## config.mk

```make
export PLATFORM = sky130hd
export DESIGN_NAME = ipvu_core
export DESIGN_NICKNAME = d
export VERILOG_FILES = /design/src/ipvu_pkg.sv /design/src/ipvu_core.sv
export SDC_FILE = /design/constraint.sdc
export NUM_CORES = 1
export LEC_CHECK = 0
export ABC_AREA = 1
export ABC_CLOCK_PERIOD_IN_PS = 19300
export BUFFER_PORTS_ARGS = -buffer_cell sky130_fd_sc_hd__buf_2
export CORE_UTILIZATION = 39
export CTS_CLUSTER_SIZE = 14
export DETAILED_ROUTE_END_ITERATION = 16
export SYNTH_ARGS = -nofsm -noshare
export SYNTH_HDL_FRONTEND = slang
export SYNTH_SLANG_ARGS = --single-unit
export TNS_END_PERCENT = 1
```

## constraint.sdc

```tcl
create_clock -name clk_sys -period 19.3 [get_ports clk_sys]
set_clock_uncertainty 0.1 [all_clocks]
set_input_delay 4.825 -clock clk_sys [delete_from_list [all_inputs] [get_ports clk_sys]]
set_output_delay 4.825 -clock clk_sys [all_outputs]
set_load 0.005 [all_outputs]
```

## src/ipvu_pkg.sv

```systemverilog
// Package of constants and types for the interrupt poll and vector unit.
package ipvu_pkg;

  // Number of interrupt sources and of external request inputs.
  localparam int NUM_SRC = 8;
  localparam int NUM_EXT = 4;

  // Source indices in fixed polling order, highest first.
  localparam int SRC_EXT0   = 0;
  localparam int SRC_TMR0   = 1;
  localparam int SRC_EXT1   = 2;
  localparam int SRC_TMR1   = 3;
  localparam int SRC_SERIAL = 4;
  localparam int SRC_TMR2   = 5;
  localparam int SRC_EXT2   = 6;
  localparam int SRC_EXT3   = 7;

  // Vector addresses for each source.
  localparam logic [15:0] VEC_EXT0   = 16'h0003;
  localparam logic [15:0] VEC_TMR0   = 16'h000B;
  localparam logic [15:0] VEC_EXT1   = 16'h0013;
  localparam logic [15:0] VEC_TMR1   = 16'h001B;
  localparam logic [15:0] VEC_SERIAL = 16'h0023;
  localparam logic [15:0] VEC_TMR2   = 16'h002B;
  localparam logic [15:0] VEC_EXT2   = 16'h0033;
  localparam logic [15:0] VEC_EXT3   = 16'h003B;

  // Reset values.
  localparam logic [3:0] RST_EXT_FLAGS = 4'h0;
  localparam logic [1:0] RST_ACTIVE    = 2'h0;
  localparam logic [2:0] RST_PIN_SYNC  = 3'h7;

  // Per-source priority level, two bits, 3 is highest.
  typedef logic [1:0] ipvu_level_t;

endpackage

```

## src/ipvu_core.sv

```systemverilog
// Interrupt poll, priority and vector logic for an 8-bit microcontroller core.
`timescale 1ns/1ps

// What this block does
// - Sample pins and sources each opcode fetch.
// - Poll samples next fetch, vector unless blocked.
// - Block while equal or higher level active.
// - Block unless poll is instruction's final cycle.
// - Block after return or interrupt-register write.
// - Block during self-programming activity.
// - Poll in last cycle of every instruction.
// - Blocked requests are not remembered.
// - Higher request preempts a running lower routine.
// - Serial done flags are left set.
// - Clear external flag on call only if edge.
// - Call pushes counter, no flags word.
// - Vectors 0003H, 000BH, 0013H for first three.
// - Vectors 001BH through 003BH for the rest.
// - Interrupt return clears current level's in-progress.
// - Plain return leaves in-progress state set.
// - Type select bit picks low level or edge.
// - High then low sample sets edge flag.
// - Level pin still low retriggers interrupt.
// - Lower level preempted only by higher; level 3 never.
// - Same level resolved by fixed polling order.
// - Timer 0 and 1 flags cleared on vectoring.
module ipvu_core
  import ipvu_pkg::*;
#(
  parameter int NUM_LEVELS = 4
) (
  input  wire logic                  clk_sys,
  input  wire logic                  srst,
  input  wire logic [NUM_EXT-1:0]    ext_request_pin_n,
  input  wire logic [NUM_EXT-1:0]    ext_type_sel,
  input  wire logic [NUM_EXT-1:0]    ext_flag_sw_clr,
  input  wire logic                  tmr0_overflow_flag,
  input  wire logic                  tmr1_overflow_flag,
  input  wire logic                  tmr2_overflow_flag,
  input  wire logic                  tmr2_external_flag,
  input  wire logic                  serial_rx_done_flag,
  input  wire logic                  serial_tx_done_flag,
  input  wire logic                  global_enable,
  input  wire logic [NUM_SRC-1:0]    source_enable,
  input  wire logic [2*NUM_SRC-1:0]  source_level,
  input  wire logic                  opcode_fetch,
  input  wire logic                  final_cycle,
  input  wire logic                  instr_is_return_from_interrupt,
  input  wire logic                  instr_is_ret,
  input  wire logic                  instr_wr_int_reg,
  input  wire logic                  self_programming_activity,
  input  wire logic                  call_done,
  output logic [NUM_EXT-1:0]         ext_req_flag,
  output logic                       tmr0_flag_hw_clr,
  output logic                       tmr1_flag_hw_clr,
  output logic                       hardware_service_call,
  output logic [15:0]                call_vector,
  output logic [2:0]                 call_source,
  output logic                       push_pc_only,
  output logic [NUM_LEVELS-1:0]      in_progress
);

  // The call_done reply is accepted for a core that reports the end of its call
  // sequence; the poll itself needs no such reply, so it is not read.
  // Only four priority levels map onto the two-bit level fields.
  if (NUM_LEVELS != 4) begin : g_chk
    $error("ipvu_core supports exactly four priority levels.");
  end

  // Vector table indexed by source number.
  localparam logic [15:0] VEC_TABLE [NUM_SRC] = '{VEC_EXT0, VEC_TMR0, VEC_EXT1, VEC_TMR1,
                                                   VEC_SERIAL, VEC_TMR2, VEC_EXT2, VEC_EXT3};

  // Pin synchronisers, three stages per pin; only stages two and three are compared.
  logic [2:0]         pinSync_q [NUM_EXT];
  logic [2:0]         pinSync_d [NUM_EXT];
  logic [NUM_EXT-1:0] pinLevel_q;        // Debounced pin level, 1 = high.
  logic [NUM_EXT-1:0] pinLevel_d;
  logic [NUM_EXT-1:0] fetchSample_q;     // Pin level caught at the previous opcode fetch.
  logic [NUM_EXT-1:0] fetchSample_d;
  logic [NUM_EXT-1:0] extFlag_q;         // External request flags.
  logic [NUM_EXT-1:0] extFlag_d;
  logic [NUM_SRC-1:0] sample_q;          // Request snapshot taken at opcode fetch.
  logic [NUM_SRC-1:0] sample_d;
  logic               blockNext_q;       // One-instruction block after return or register write.
  logic               blockNext_d;
  logic [3:0]         active_q;          // In-progress bit per level.
  logic [3:0]         active_d;
  logic               callFire;          // Combinational vector decision.
  logic [2:0]         winner;
  logic [15:0]        vectorReg_q;
  logic [15:0]        vectorReg_d;
  logic [2:0]         sourceReg_q;
  logic [2:0]         sourceReg_d;

  // Raw request vector in polling order; the sampled flags are taken, not cleared here.
  logic [NUM_SRC-1:0] rawReq;
  assign rawReq = {extFlag_q[3], extFlag_q[2], tmr2_overflow_flag | tmr2_external_flag,
                   serial_rx_done_flag | serial_tx_done_flag, tmr1_overflow_flag,
                   extFlag_q[1], tmr0_overflow_flag, extFlag_q[0]};

  // Next-state logic for pin synchronisers and external flags.
  always_comb begin
    extFlag_d     = extFlag_q;
    pinLevel_d    = pinLevel_q;
    fetchSample_d = fetchSample_q;
    for (int i = 0; i < NUM_EXT; i++) begin
      pinSync_d[i] = {pinSync_q[i][1:0], ext_request_pin_n[i]};
      // A change counts once the second and third stages agree.
      if (pinSync_q[i][1] == pinSync_q[i][2]) begin
        pinLevel_d[i] = pinSync_q[i][2];
      end
      if (opcode_fetch) begin
        fetchSample_d[i] = pinLevel_q[i];
      end
      if (ext_type_sel[i]) begin
        // Edge mode: a flag stays set until the call or software clears it.
        if (ext_flag_sw_clr[i]) begin
          extFlag_d[i] = 1'b0;
        end
        if (callFire && winner == 3'(2 * i) && i < 2) begin
          extFlag_d[i] = 1'b0;
        end
        if (callFire && winner == 3'(i + 4) && i >= 2) begin
          extFlag_d[i] = 1'b0;
        end
        // Set wins over any clear in the same cycle.
        if (opcode_fetch && fetchSample_q[i] && !pinLevel_q[i]) begin
          extFlag_d[i] = 1'b1;
        end
      end else begin
        // Level mode follows the pin, so a pin still low retriggers.
        extFlag_d[i] = !pinLevel_q[i];
      end
    end
  end

  // Registers for pin synchronisers and external flags.
  always_ff @(posedge clk_sys) begin
    if (srst) begin
      for (int i = 0; i < NUM_EXT; i++) begin
        pinSync_q[i] <= RST_PIN_SYNC;
      end
      pinLevel_q    <= '1;
      fetchSample_q <= '1;
      extFlag_q     <= RST_EXT_FLAGS;
    end else begin
      pinSync_q     <= pinSync_d;
      pinLevel_q    <= pinLevel_d;
      fetchSample_q <= fetchSample_d;
      extFlag_q     <= extFlag_d;
    end
  end

  // Highest enabled request among the snapshot, by level then polling order.
  logic [1:0] winLevel;
  logic       winValid;
  logic [1:0] curLevel;
  logic       anyActive;
  always_comb begin
    winner   = 3'h0;
    winLevel = 2'h0;
    winValid = 1'b0;
    // Scan from lowest polling order upward so earlier sources win ties.
    for (int s = NUM_SRC - 1; s >= 0; s--) begin
      // Only current flags count; a cleared flag drops out of the snapshot.
      if (sample_q[s] && rawReq[s] && source_enable[s] && global_enable) begin
        if (!winValid || source_level[2*s +: 2] >= winLevel) begin
          winner   = 3'(s);
          winLevel = source_level[2*s +: 2];
          winValid = 1'b1;
        end
      end
    end
    curLevel  = 2'h0;
    anyActive = 1'b0;
    for (int l = 0; l < 4; l++) begin
      if (active_q[l]) begin
        curLevel  = 2'(l);
        anyActive = 1'b1;
      end
    end
    // A new call needs a strictly higher level than any routine in progress.
    // A return or interrupt-register write blocks its own final cycle as well,
    // and the block flag then covers the instruction after it.
    callFire = winValid && (!anyActive || winLevel > curLevel)
               && opcode_fetch && final_cycle
               && !instr_is_return_from_interrupt && !instr_wr_int_reg
               && !blockNext_q
               && !self_programming_activity;
  end

  // Next-state logic for snapshot, block flag, in-progress and call outputs.
  always_comb begin
    sample_d    = sample_q;
    blockNext_d = blockNext_q;
    active_d    = active_q;
    vectorReg_d = vectorReg_q;
    sourceReg_d = sourceReg_q;
    if (opcode_fetch) begin
      sample_d = rawReq;
    end
    // The block lasts until the next instruction completes.
    if (instr_is_return_from_interrupt || instr_wr_int_reg) begin
      blockNext_d = 1'b1;
    end else if (final_cycle && opcode_fetch) begin
      blockNext_d = 1'b0;
    end
    // Only an interrupt return clears the level; a plain return never does, so
    // the routine still counts as active after it.
    if (instr_is_return_from_interrupt && !instr_is_ret && final_cycle && anyActive) begin
      active_d[curLevel] = 1'b0;
    end
    if (callFire) begin
      active_d[winLevel] = 1'b1;
      vectorReg_d        = VEC_TABLE[winner];
      sourceReg_d        = winner;
    end
  end

  // Registers for snapshot, block flag, in-progress and call data.
  always_ff @(posedge clk_sys) begin
    if (srst) begin
      sample_q    <= '0;
      blockNext_q <= 1'b0;
      active_q    <= {2{RST_ACTIVE}};
      vectorReg_q <= VEC_EXT0;
      sourceReg_q <= 3'h0;
    end else begin
      sample_q    <= sample_d;
      blockNext_q <= blockNext_d;
      active_q    <= active_d;
      vectorReg_q <= vectorReg_d;
      sourceReg_q <= sourceReg_d;
    end
  end

  // Call strobe, vector and source; a preempting call is just a later call
  // of higher level, so it lands at a later final cycle while the lower routine is in progress.
  assign hardware_service_call = callFire;
  assign call_vector           = vectorReg_q;
  assign call_source           = sourceReg_q;
  assign push_pc_only          = 1'b1;
  assign in_progress           = active_q;
  assign ext_req_flag          = extFlag_q;
  // Serial flags are never cleared here; of the internal flags only timer 0 and 1 get a clear.
  assign tmr0_flag_hw_clr = callFire && winner == 3'(SRC_TMR0);
  assign tmr1_flag_hw_clr = callFire && winner == 3'(SRC_TMR1);

  // Call never fires without the fetch and final-cycle conditions.
  a_call_gating: assert property (@(posedge clk_sys) disable iff (srst)
    hardware_service_call |-> opcode_fetch && final_cycle)
    else $error("Call outside final fetch cycle.");
  a_selfprog_block: assert property (@(posedge clk_sys) disable iff (srst)
    self_programming_activity |-> !hardware_service_call)
    else $error("Call during self-programming.");
  a_return_from_interrupt_block: assert property (@(posedge clk_sys) disable iff (srst)
    instr_is_return_from_interrupt |=> !hardware_service_call)
    else $error("Call right after return.");
  a_vector_load: assert property (@(posedge clk_sys) disable iff (srst)
    hardware_service_call && winner == 3'(SRC_EXT0) |=> call_vector == VEC_EXT0)
    else $error("Wrong vector for external 0.");
  a_level_set: assert property (@(posedge clk_sys) disable iff (srst)
    hardware_service_call |=> in_progress != 4'h0)
    else $error("In-progress not set after call.");
  a_tmr0_clear: assert property (@(posedge clk_sys) disable iff (srst)
    tmr0_flag_hw_clr |-> hardware_service_call && tmr0_overflow_flag)
    else $error("Timer 0 clear without its call.");
  a_edge_flag: assert property (@(posedge clk_sys) disable iff (srst)
    ext_type_sel[0] && opcode_fetch && fetchSample_q[0] && !pinLevel_q[0] |=> ext_req_flag[0])
    else $error("Edge flag not set.");
  a_enable_gate: assert property (@(posedge clk_sys) disable iff (srst)
    !global_enable |-> !hardware_service_call)
    else $error("Call with global enable off.");

  // The running return or register write never vectors in its own cycle.
  a_return_from_interrupt_now: assert property (@(posedge clk_sys) disable iff (srst)
    instr_is_return_from_interrupt || instr_wr_int_reg |-> !hardware_service_call)
    else $error("Call during return or register write.");
  // A call on top of a running routine must come from a higher level.
  a_higher_only: assert property (@(posedge clk_sys) disable iff (srst)
    hardware_service_call && anyActive |-> winLevel > curLevel)
    else $error("Preemption by equal or lower level.");
  // A plain return with no new call leaves the in-progress bits alone.
  a_ret_keeps: assert property (@(posedge clk_sys) disable iff (srst)
    instr_is_ret && !instr_is_return_from_interrupt && !hardware_service_call |=> in_progress == $past(in_progress))
    else $error("Plain return changed in-progress.");
  // An edge flag of external 0 is gone after its own call, unless a new edge lands.
  a_edge_clear: assert property (@(posedge clk_sys) disable iff (srst)
    ext_type_sel[0] && hardware_service_call && winner == 3'(SRC_EXT0)
    && !(opcode_fetch && fetchSample_q[0] && !pinLevel_q[0]) |=> !ext_req_flag[0])
    else $error("Edge flag kept after call.");
  // A level flag of external 0 survives its call while the pin is low.
  a_level_keep: assert property (@(posedge clk_sys) disable iff (srst)
    !ext_type_sel[0] && hardware_service_call && !pinLevel_q[0] |=> ext_req_flag[0])
    else $error("Level flag cleared by call.");
  // An interrupt return with only level 0 active leaves nothing in progress.
  a_return_from_interrupt_clear: assert property (@(posedge clk_sys) disable iff (srst)
    instr_is_return_from_interrupt && !instr_is_ret && final_cycle && active_q == 4'h1 |=> in_progress == 4'h0)
    else $error("Return did not clear in-progress.");

endmodule

```

**Yosys cells after proc, flatten, opt, wreduce, memory -nomap -nowiden**

Memory sizes are Yosys's and may differ from the RTL's. A register that Yosys moved wholly into a read port is not among the register bits.
Cells that the tools add are included.

- Multiply operators: 0
- Eq/ne operators: 13
- $add $sub $neg: 0
- Multiplexer cells: 76
- Div/mod/pow operators: 0
- Reductions and logical operators: 79
- Order comparisons: 12
- Bitwise gates (word level): 6
- Shift operators: 0

Operator list:

| cell | number |
|---|---|
| 1-bit logical AND | 51 |
| 3-bit two-way mux | 15 |
| 1-bit two-way mux | 40 |
| 2-bit two-way mux | 17 |
| 1-bit zero test | 17 |
| 4-bit by 1-bit != test with 1-bit output, second input constant | 4 |
| 2-bit greater-or-equal comparator | 7 |
| 1-bit logical OR | 9 |
| 4-bit two-way mux | 2 |
| 3-bit by 2-bit == test with 1-bit output, second input constant | 2 |
| 3-bit == test, second input constant | 2 |
| 2-bit by 3-bit < comparator with 1-bit output, second input constant | 2 |
| 4-bit bitwise AND | 1 |
| 1-bit demux with 2-bit select | 2 |
| 1-bit == test | 4 |
| 2-bit by 1-bit greater-or-equal comparator with 1-bit output, second input constant | 2 |
| 3-bit NOT with 4-bit output | 1 |
| 4-bit NOT | 1 |
| 4-bit OR | 1 |
| 3-bit by 1-bit == test with 1-bit output, second input constant | 1 |
| 3-bit zero test | 1 |
| 2-bit greater-than comparator | 1 |
| 1-bit OR | 2 |
| 2-bit nonzero test | 1 |

- Memory bits (read-only): 128
- Bits in latches: 0
- Register bits after elaboration: 40
- Memories kept: 1
- Word-level logic and storage cells: 204
- Bits of input ports: 52
- Memory bits (writable): 0
- Output and inout port bits: 31

Memories:

| name | depth | bits a word | read ports | clocked after Yosys merged registers in | write ports | line | source |
|---|---|---|---|---|---|---|---|
| (no name shown) | 8 | 16 | 1 | 1 | 0 | ipvu_core.sv:216 | `vectorReg_d = VEC_TABLE[winner];` |

**Longest topological paths before layout**

- Depth after elaboration: 45
- Mapped depth: 72
- Gate-level depth less buffers: 71

**Worst setup path after synthesis**

OpenSTA, ideal clock, no wires.

- Path type: input -> output
- Start: input port global_enable
- End: output port tmr0_flag_hw_clr
- Data arrival time: 11,745 ps
- Buffers on the path: 1
- Slack: 2,630 ps
- Stages: 67
- Cells stage by stage: buf_6 -> nand4_4 -> nor2_1 -> ha_1 -> inv_1 -> nand2_1 -> nand2_1 -> nand3_2 -> nand2_2 -> nand2_1 -> o21ai_2 -> ha_1 -> inv_1 -> nand2_1 -> a21oi_1 -> nand2_2 -> nand2_2 -> nand3_2 -> [... 31 more ...] -> nand2_1 -> nand2_1 -> ha_1 -> o21ai_0 -> inv_1 -> nor3_2 -> nor2_4 -> inv_1 -> nand3_2 -> nand2_2 -> ha_1 -> nand2_1 -> o21ai_0 -> nand2_1 -> nand3_1 -> inv_1 -> nand2_1 -> nor3_1

- Word-level cells in the longest chain between the ends: 40

RTL lines:

| element | line | source |
|---|---|---|
| start, declared | ipvu_core.sv:43 | `input wire logic global_enable,` |
| 1-bit logical AND | ipvu_core.sv:167 | `if (sample_q[s] && rawReq[s] && source_enable[s] && global_enable) begin` |
| 2-bit two-way mux / 1-bit two-way mux (equally long branches) | ipvu_core.sv:167 |  |
| 2-bit greater-or-equal comparator / 1-bit zero test (equally long branches) | ipvu_core.sv:168 | `if (!winValid \|\| source_level[2*s +: 2] >= winLevel) begin` |
| 1-bit logical OR | ipvu_core.sv:168 |  |
| 2-bit two-way mux / 1-bit two-way mux (equally long branches) | ipvu_core.sv:168 |  |
| 2-bit two-way mux / 1-bit two-way mux (equally long branches) | ipvu_core.sv:167 |  |
| 2-bit greater-or-equal comparator / 1-bit zero test (equally long branches) | ipvu_core.sv:168 |  |
| 1-bit logical OR | ipvu_core.sv:168 |  |
| [... 23 more ...] | - |  |
| 1-bit logical OR | ipvu_core.sv:186 | `callFire = winValid && (!anyActive \|\| winLevel > curLevel)` |
| 1-bit logical AND (*) | ipvu_core.sv:186 |  |
| 1-bit logical AND (*) (2 in a row) | ipvu_core.sv:187 | `&& opcode_fetch && final_cycle` |
| 1-bit logical AND (*) (2 in a row) | ipvu_core.sv:188 | `&& !instr_is_return_from_interrupt && !instr_wr_int_reg` |
| 1-bit logical AND (*) | ipvu_core.sv:189 | `&& !blockNext_q` |
| 1-bit logical AND (*) | ipvu_core.sv:190 | `&& !self_programming_activity;` |
| named net hardware_service_call | ipvu_core.sv:56 | `output logic hardware_service_call,` |
| 1-bit logical AND (*) | ipvu_core.sv:247 | `assign tmr0_flag_hw_clr = callFire && winner == 3'(SRC_TMR0);` |
| end, declared | ipvu_core.sv:54 | `output logic tmr0_flag_hw_clr,` |

The timed path passes the listed nets; every way through them passes the cells marked *.

**Worst setup path after layout**

- Start: input port global_enable
- End: output port tmr0_flag_hw_clr

- Word-level cells in the longest chain between the ends: 40

RTL lines:

| element | line |
|---|---|
| 1-bit logical AND | ipvu_core.sv:167 |
| 2-bit two-way mux / 1-bit two-way mux (equally long branches) | ipvu_core.sv:167 |
| 2-bit greater-or-equal comparator / 1-bit zero test (equally long branches) | ipvu_core.sv:168 |
| 1-bit logical OR | ipvu_core.sv:168 |
| 2-bit two-way mux / 1-bit two-way mux (equally long branches) | ipvu_core.sv:168 |
| 2-bit two-way mux / 1-bit two-way mux (equally long branches) | ipvu_core.sv:167 |
| 2-bit greater-or-equal comparator / 1-bit zero test (equally long branches) | ipvu_core.sv:168 |
| 1-bit logical OR | ipvu_core.sv:168 |
| [... 22 more ...] | - |
| 2-bit greater-than comparator | ipvu_core.sv:186 |
| 1-bit logical OR | ipvu_core.sv:186 |
| 1-bit logical AND | ipvu_core.sv:186 |
| 1-bit logical AND (2 in a row) | ipvu_core.sv:187 |
| 1-bit logical AND (2 in a row) | ipvu_core.sv:188 |
| 1-bit logical AND | ipvu_core.sv:189 |
| 1-bit logical AND | ipvu_core.sv:190 |
| 1-bit logical AND (*) | ipvu_core.sv:247 |

Mark *: on every way between the ends. The rest lies on a longest branch, timed or not.

==> impl_results.rst <==
.. list-table::
   :header-rows: 1

   * - Metric
     - Value
   * - Placement Rows
     - 30
   * - Post-layout minimum cycle time
     - 17590 ps
   * - Deepest clock path buffer count
     - 2
   * - Status
     - complete, no violations
   * - Largest net degree at the start of global routing
     - 25
   * - Wire length of the first global-routing pass
     - 9.673 mm
   * - Number of vias per cell after detailed routing
     - 4.633
   * - Die outline height
     - 85.50 µm
   * - Pint
     - 0.0001349 W
   * - Multi-input logic area
     - 1568 µm²
   * - Number of vias in the routed layout
     - 2414
   * - Yosys reg bits
     - 40
   * - Total routing usage reported by global routing
     - 0.1640
   * - Most common cell after layout, fill and taps aside
     - sky130_fd_sc_hd__nand2_1
   * - Post-synthesis cell count
     - 382
   * - Slew of the pin with the lowest slew margin
     - 569.1 ps
   * - Fraction of power consumed by sequential logic
     - 0.484
   * - Horiz. Die Dim
     - 85.50 µm
   * - Clock slew at the register clock pins of the worst setup and hold paths
     - 70 ps
   * - Final period utilization
     - 0.9112
   * - Worst-path cell with the longest stage delay
     - sky130_fd_sc_hd__ha_1
   * - Root cell of the clock tree
     - sky130_fd_sc_hd__clkbuf_8
   * - Synth top area share
     - 0.2945
   * - Top library cells by usage in the layout, fill and taps aside
     - sky130_fd_sc_hd__nand2_1 (72), sky130_fd_sc_hd__buf_2 (67), sky130_fd_sc_hd__inv_1 (51), sky130_fd_sc_hd__dfxtp_1 (40), sky130_fd_sc_hd__nor2_1 (30)
   * - Delay of the slowest cell on the worst path
     - 270 ps
   * - Number of diodes added for antenna fixing
     - 0
   * - Maximum clock frequency
     - 56.86 MHz
   * - Leak Pwr
     - 1.625 nW
   * - Storage cell area
     - 800.8 µm²
   * - Global route total overflow
     - 0
   * - Highest ir drop seen on vdd
     - 40.64 µV
   * - RSZ-0062 raised after global routing
     - no
   * - Aggregate routed wire length
     - 5.555 mm
   * - Post-synth top flop
     - sky130_fd_sc_hd__dfxtp_1
   * - Critical path capture point type
     - output port
   * - Mean Syn Cell Area
     - 7.117 µm²
   * - Switching portion of total power
     - 0.2511
   * - Largest area contributor in the synthesized netlist
     - sky130_fd_sc_hd__dfxtp_1
   * - Gate power share
     - 0.149
   * - Synth cell types
     - 35
   * - Total number of nets in the final design
     - 506
   * - Register area share after synthesis
     - 0.2945
   * - Power density over the cells
     - 57.83 nW/µm²
   * - Number of post-CTS setup repair buffers
     - 0
   * - Proportion of power drawn by the clock network
     - 0.367
   * - Fin Setup TNS
     - 0 ps
   * - Netlist area before placement
     - 2719 µm²
   * - Source-to-sink clock delay at the later pin of the worst-skew pair
     - 280 ps
   * - Floorplan die area
     - 7309 µm²
   * - Area Growth Syn to Fin
     - 14.54%
   * - Final number of hold-violating endpoints
     - 0
   * - Most used cell along the critical path
     - sky130_fd_sc_hd__nand2_1
   * - Number of flops mapped to enable cells by yosys
     - 0
   * - Initial Utilization
     - 0.4024
   * - Antenna violations before repair
     - 0
   * - Count of buffers inserted at the top-level ports
     - 67
   * - First-iteration detailed-routing DRC count
     - 76
   * - # IOs
     - 83
   * - Overall Power
     - 0.0001801 W
   * - Floorplan core area
     - 6756 µm²
   * - Biggest area contributors in the synthesized netlist
     - sky130_fd_sc_hd__dfxtp_1 (29%), sky130_fd_sc_hd__nand2_1 (9.9%), sky130_fd_sc_hd__inv_1 (7.0%), sky130_fd_sc_hd__ha_1 (6.4%), sky130_fd_sc_hd__buf_4 (5.8%)
   * - Endpoints failing setup
     - 0
   * - Tightest slew margin relative to the limit
     - 0.6171
   * - Routability congestion estimate from global placement
     - 0.8356
   * - Routed wire per std cell
     - 10.66 µm
   * - Required time of the worst setup path
     - 14380 ps
   * - Post-detailed-route count of antenna-violating nets
     - 0
   * - Type of origin of the critical path
     - primary input
   * - Hold-fix buffers at CTS
     - 0
   * - Max FO, Critical Path
     - 9
   * - H-tree Lvls
     - 2
   * - Number of buffers added by the clock tree synthesis step
     - 5
   * - CTS tree
     - yes
   * - Switching power
     - 0.00004523 W
   * - Number of pins exceeding their max-slew limit in the final report
     - 0
   * - Number of global-route vias before repair
     - 2247
   * - Remaining routing DRC violations
     - 0
   * - Share of layout cells above drive strength 1
     - 0.3084
   * - Async set-reset flop share out of synthesis
     - 0
   * - Number of sinks driven by the clock tree
     - 40
   * - Number of max-capacitance violations reported
     - 0
   * - Filler cell count
     - 685
   * - Number of gates resized after cts
     - 0
   * - Post-DP HPWL
     - 4.533 mm
   * - TritonRoute pass-1 iters
     - 4
   * - WP data arrival
     - 12660 ps
   * - Total of warnings raised by yosys
     - 0
   * - Hold Crit Class
     - register to register
   * - Worst Path Class, Setup
     - primary input to output port
## power by group through the flow
stage / Sequential [W] / Combinational, W / Clock [W]
2_1_floorplan: 0.0000887 / 0.0000204 / 0
3_3_place_gp: 0.0000891 / 0.0000265 / 0
3_5_place_dp: 0.0000892 / 0.0000270 / 0
4_1_cts: 0.0000873 / 0.0000272 / 0.0000685
5_1_grt: 0.0000876 / 0.0000310 / 0.0000725
6_report: 0.0000873 / 0.0000268 / 0.0000660
## routing by layer
layer,vias up,global-route usage,share of wire
met5,-,0,0
met3,6,0.03850,0.058
met1,1047,0.2104,0.47
met2,60,0.2793,0.47
li1,1301,-,-
met4,0,0.03939,0.0072
## kinds of logic after synthesis
logic type | count (synthesis) | share of synthesized area
fa+ha+maj | 14 | 0.06443
buf+inv | 82 | 0.1454
simple gates | 183 | 0.3631
flops | 40 | 0.2945
other cells | 2 | 0.002762
compound gates | 61 | 0.1298
## critical path: cells and delay by family
kind | cells | cell delay [ps]
buf+inv | 13 | 1280
fa+ha+maj | 8 | 1950
compound gates | 11 | 1310
simple gates | 36 | 3250
## worst paths after layout
kind / startpoint / end / slack (ps) / depth (start not counted)
hold / removal: pinSync_d[1] / pinSync_d[2] / 310 / 1
setup / recovery: global_enable / tmr0_flag_hw_clr / 1710 / 68
setup reg to reg: ext_req_flag[3] / ext_req_flag[3] / 11070 / 67
hold reg to reg: pinSync_d[1] / pinSync_d[2] / 310 / 1
## stage by stage
step / instances / instance area [µm²] / hold WS [ps] / setup slack, ps / utilization
after CTS: 521 / 3114 / 315.5 / 1646 / 0.4609
after floorplan: 394 / 2764 / 289.5 / 2630 / -
after global routing: 521 / 3114 / 330.9 / 766.7 / 0.4609
final: 521 / 3114 / 312.0 / 1713 / 0.4609
after global placement: 513 / 3007 / 291.7 / 1781 / 0.4450
after detailed placement: 513 / 3007 / 296.7 / 1661 / 0.4450
## area by class of cell
class / instances / area share
clock buffer: 6 / 0.02330
inverter: 54 / 0.06509
timing repair buffer: 67 / 0.1077
sequential: 40 / 0.2571
clock inverter: 2 / 0.01125
tap: 80 / 0.03214
multi-input combinational: 272 / 0.5034
## registers in the layout, indices dropped and copies added, names as in the netlist
| name | flops |
|---|---|
| call_vector | 1 |
| in_progress | 4 |
| pinLevel_q | 4 |
| sample_q | 8 |
| pinSync_q | 4 |
| call_source | 2 |
| blockNext_q | 1 |
| pinSync_d | 8 |
| ext_req_flag | 4 |
| fetchSample_q | 4 |
## Yosys cell counts, drive strengths merged, types with 3 or more instances
cell and instances:
o21ai 29, nor3b 4, dfxtp 40, nand2 88
a21oi 31, nor2 38, clkbuf 4, ha 14
nand3 26, or2 13, nand4 6, nor3 3
buf 24, inv 54
Note: power is estimated with default switching activity, not from simulation.
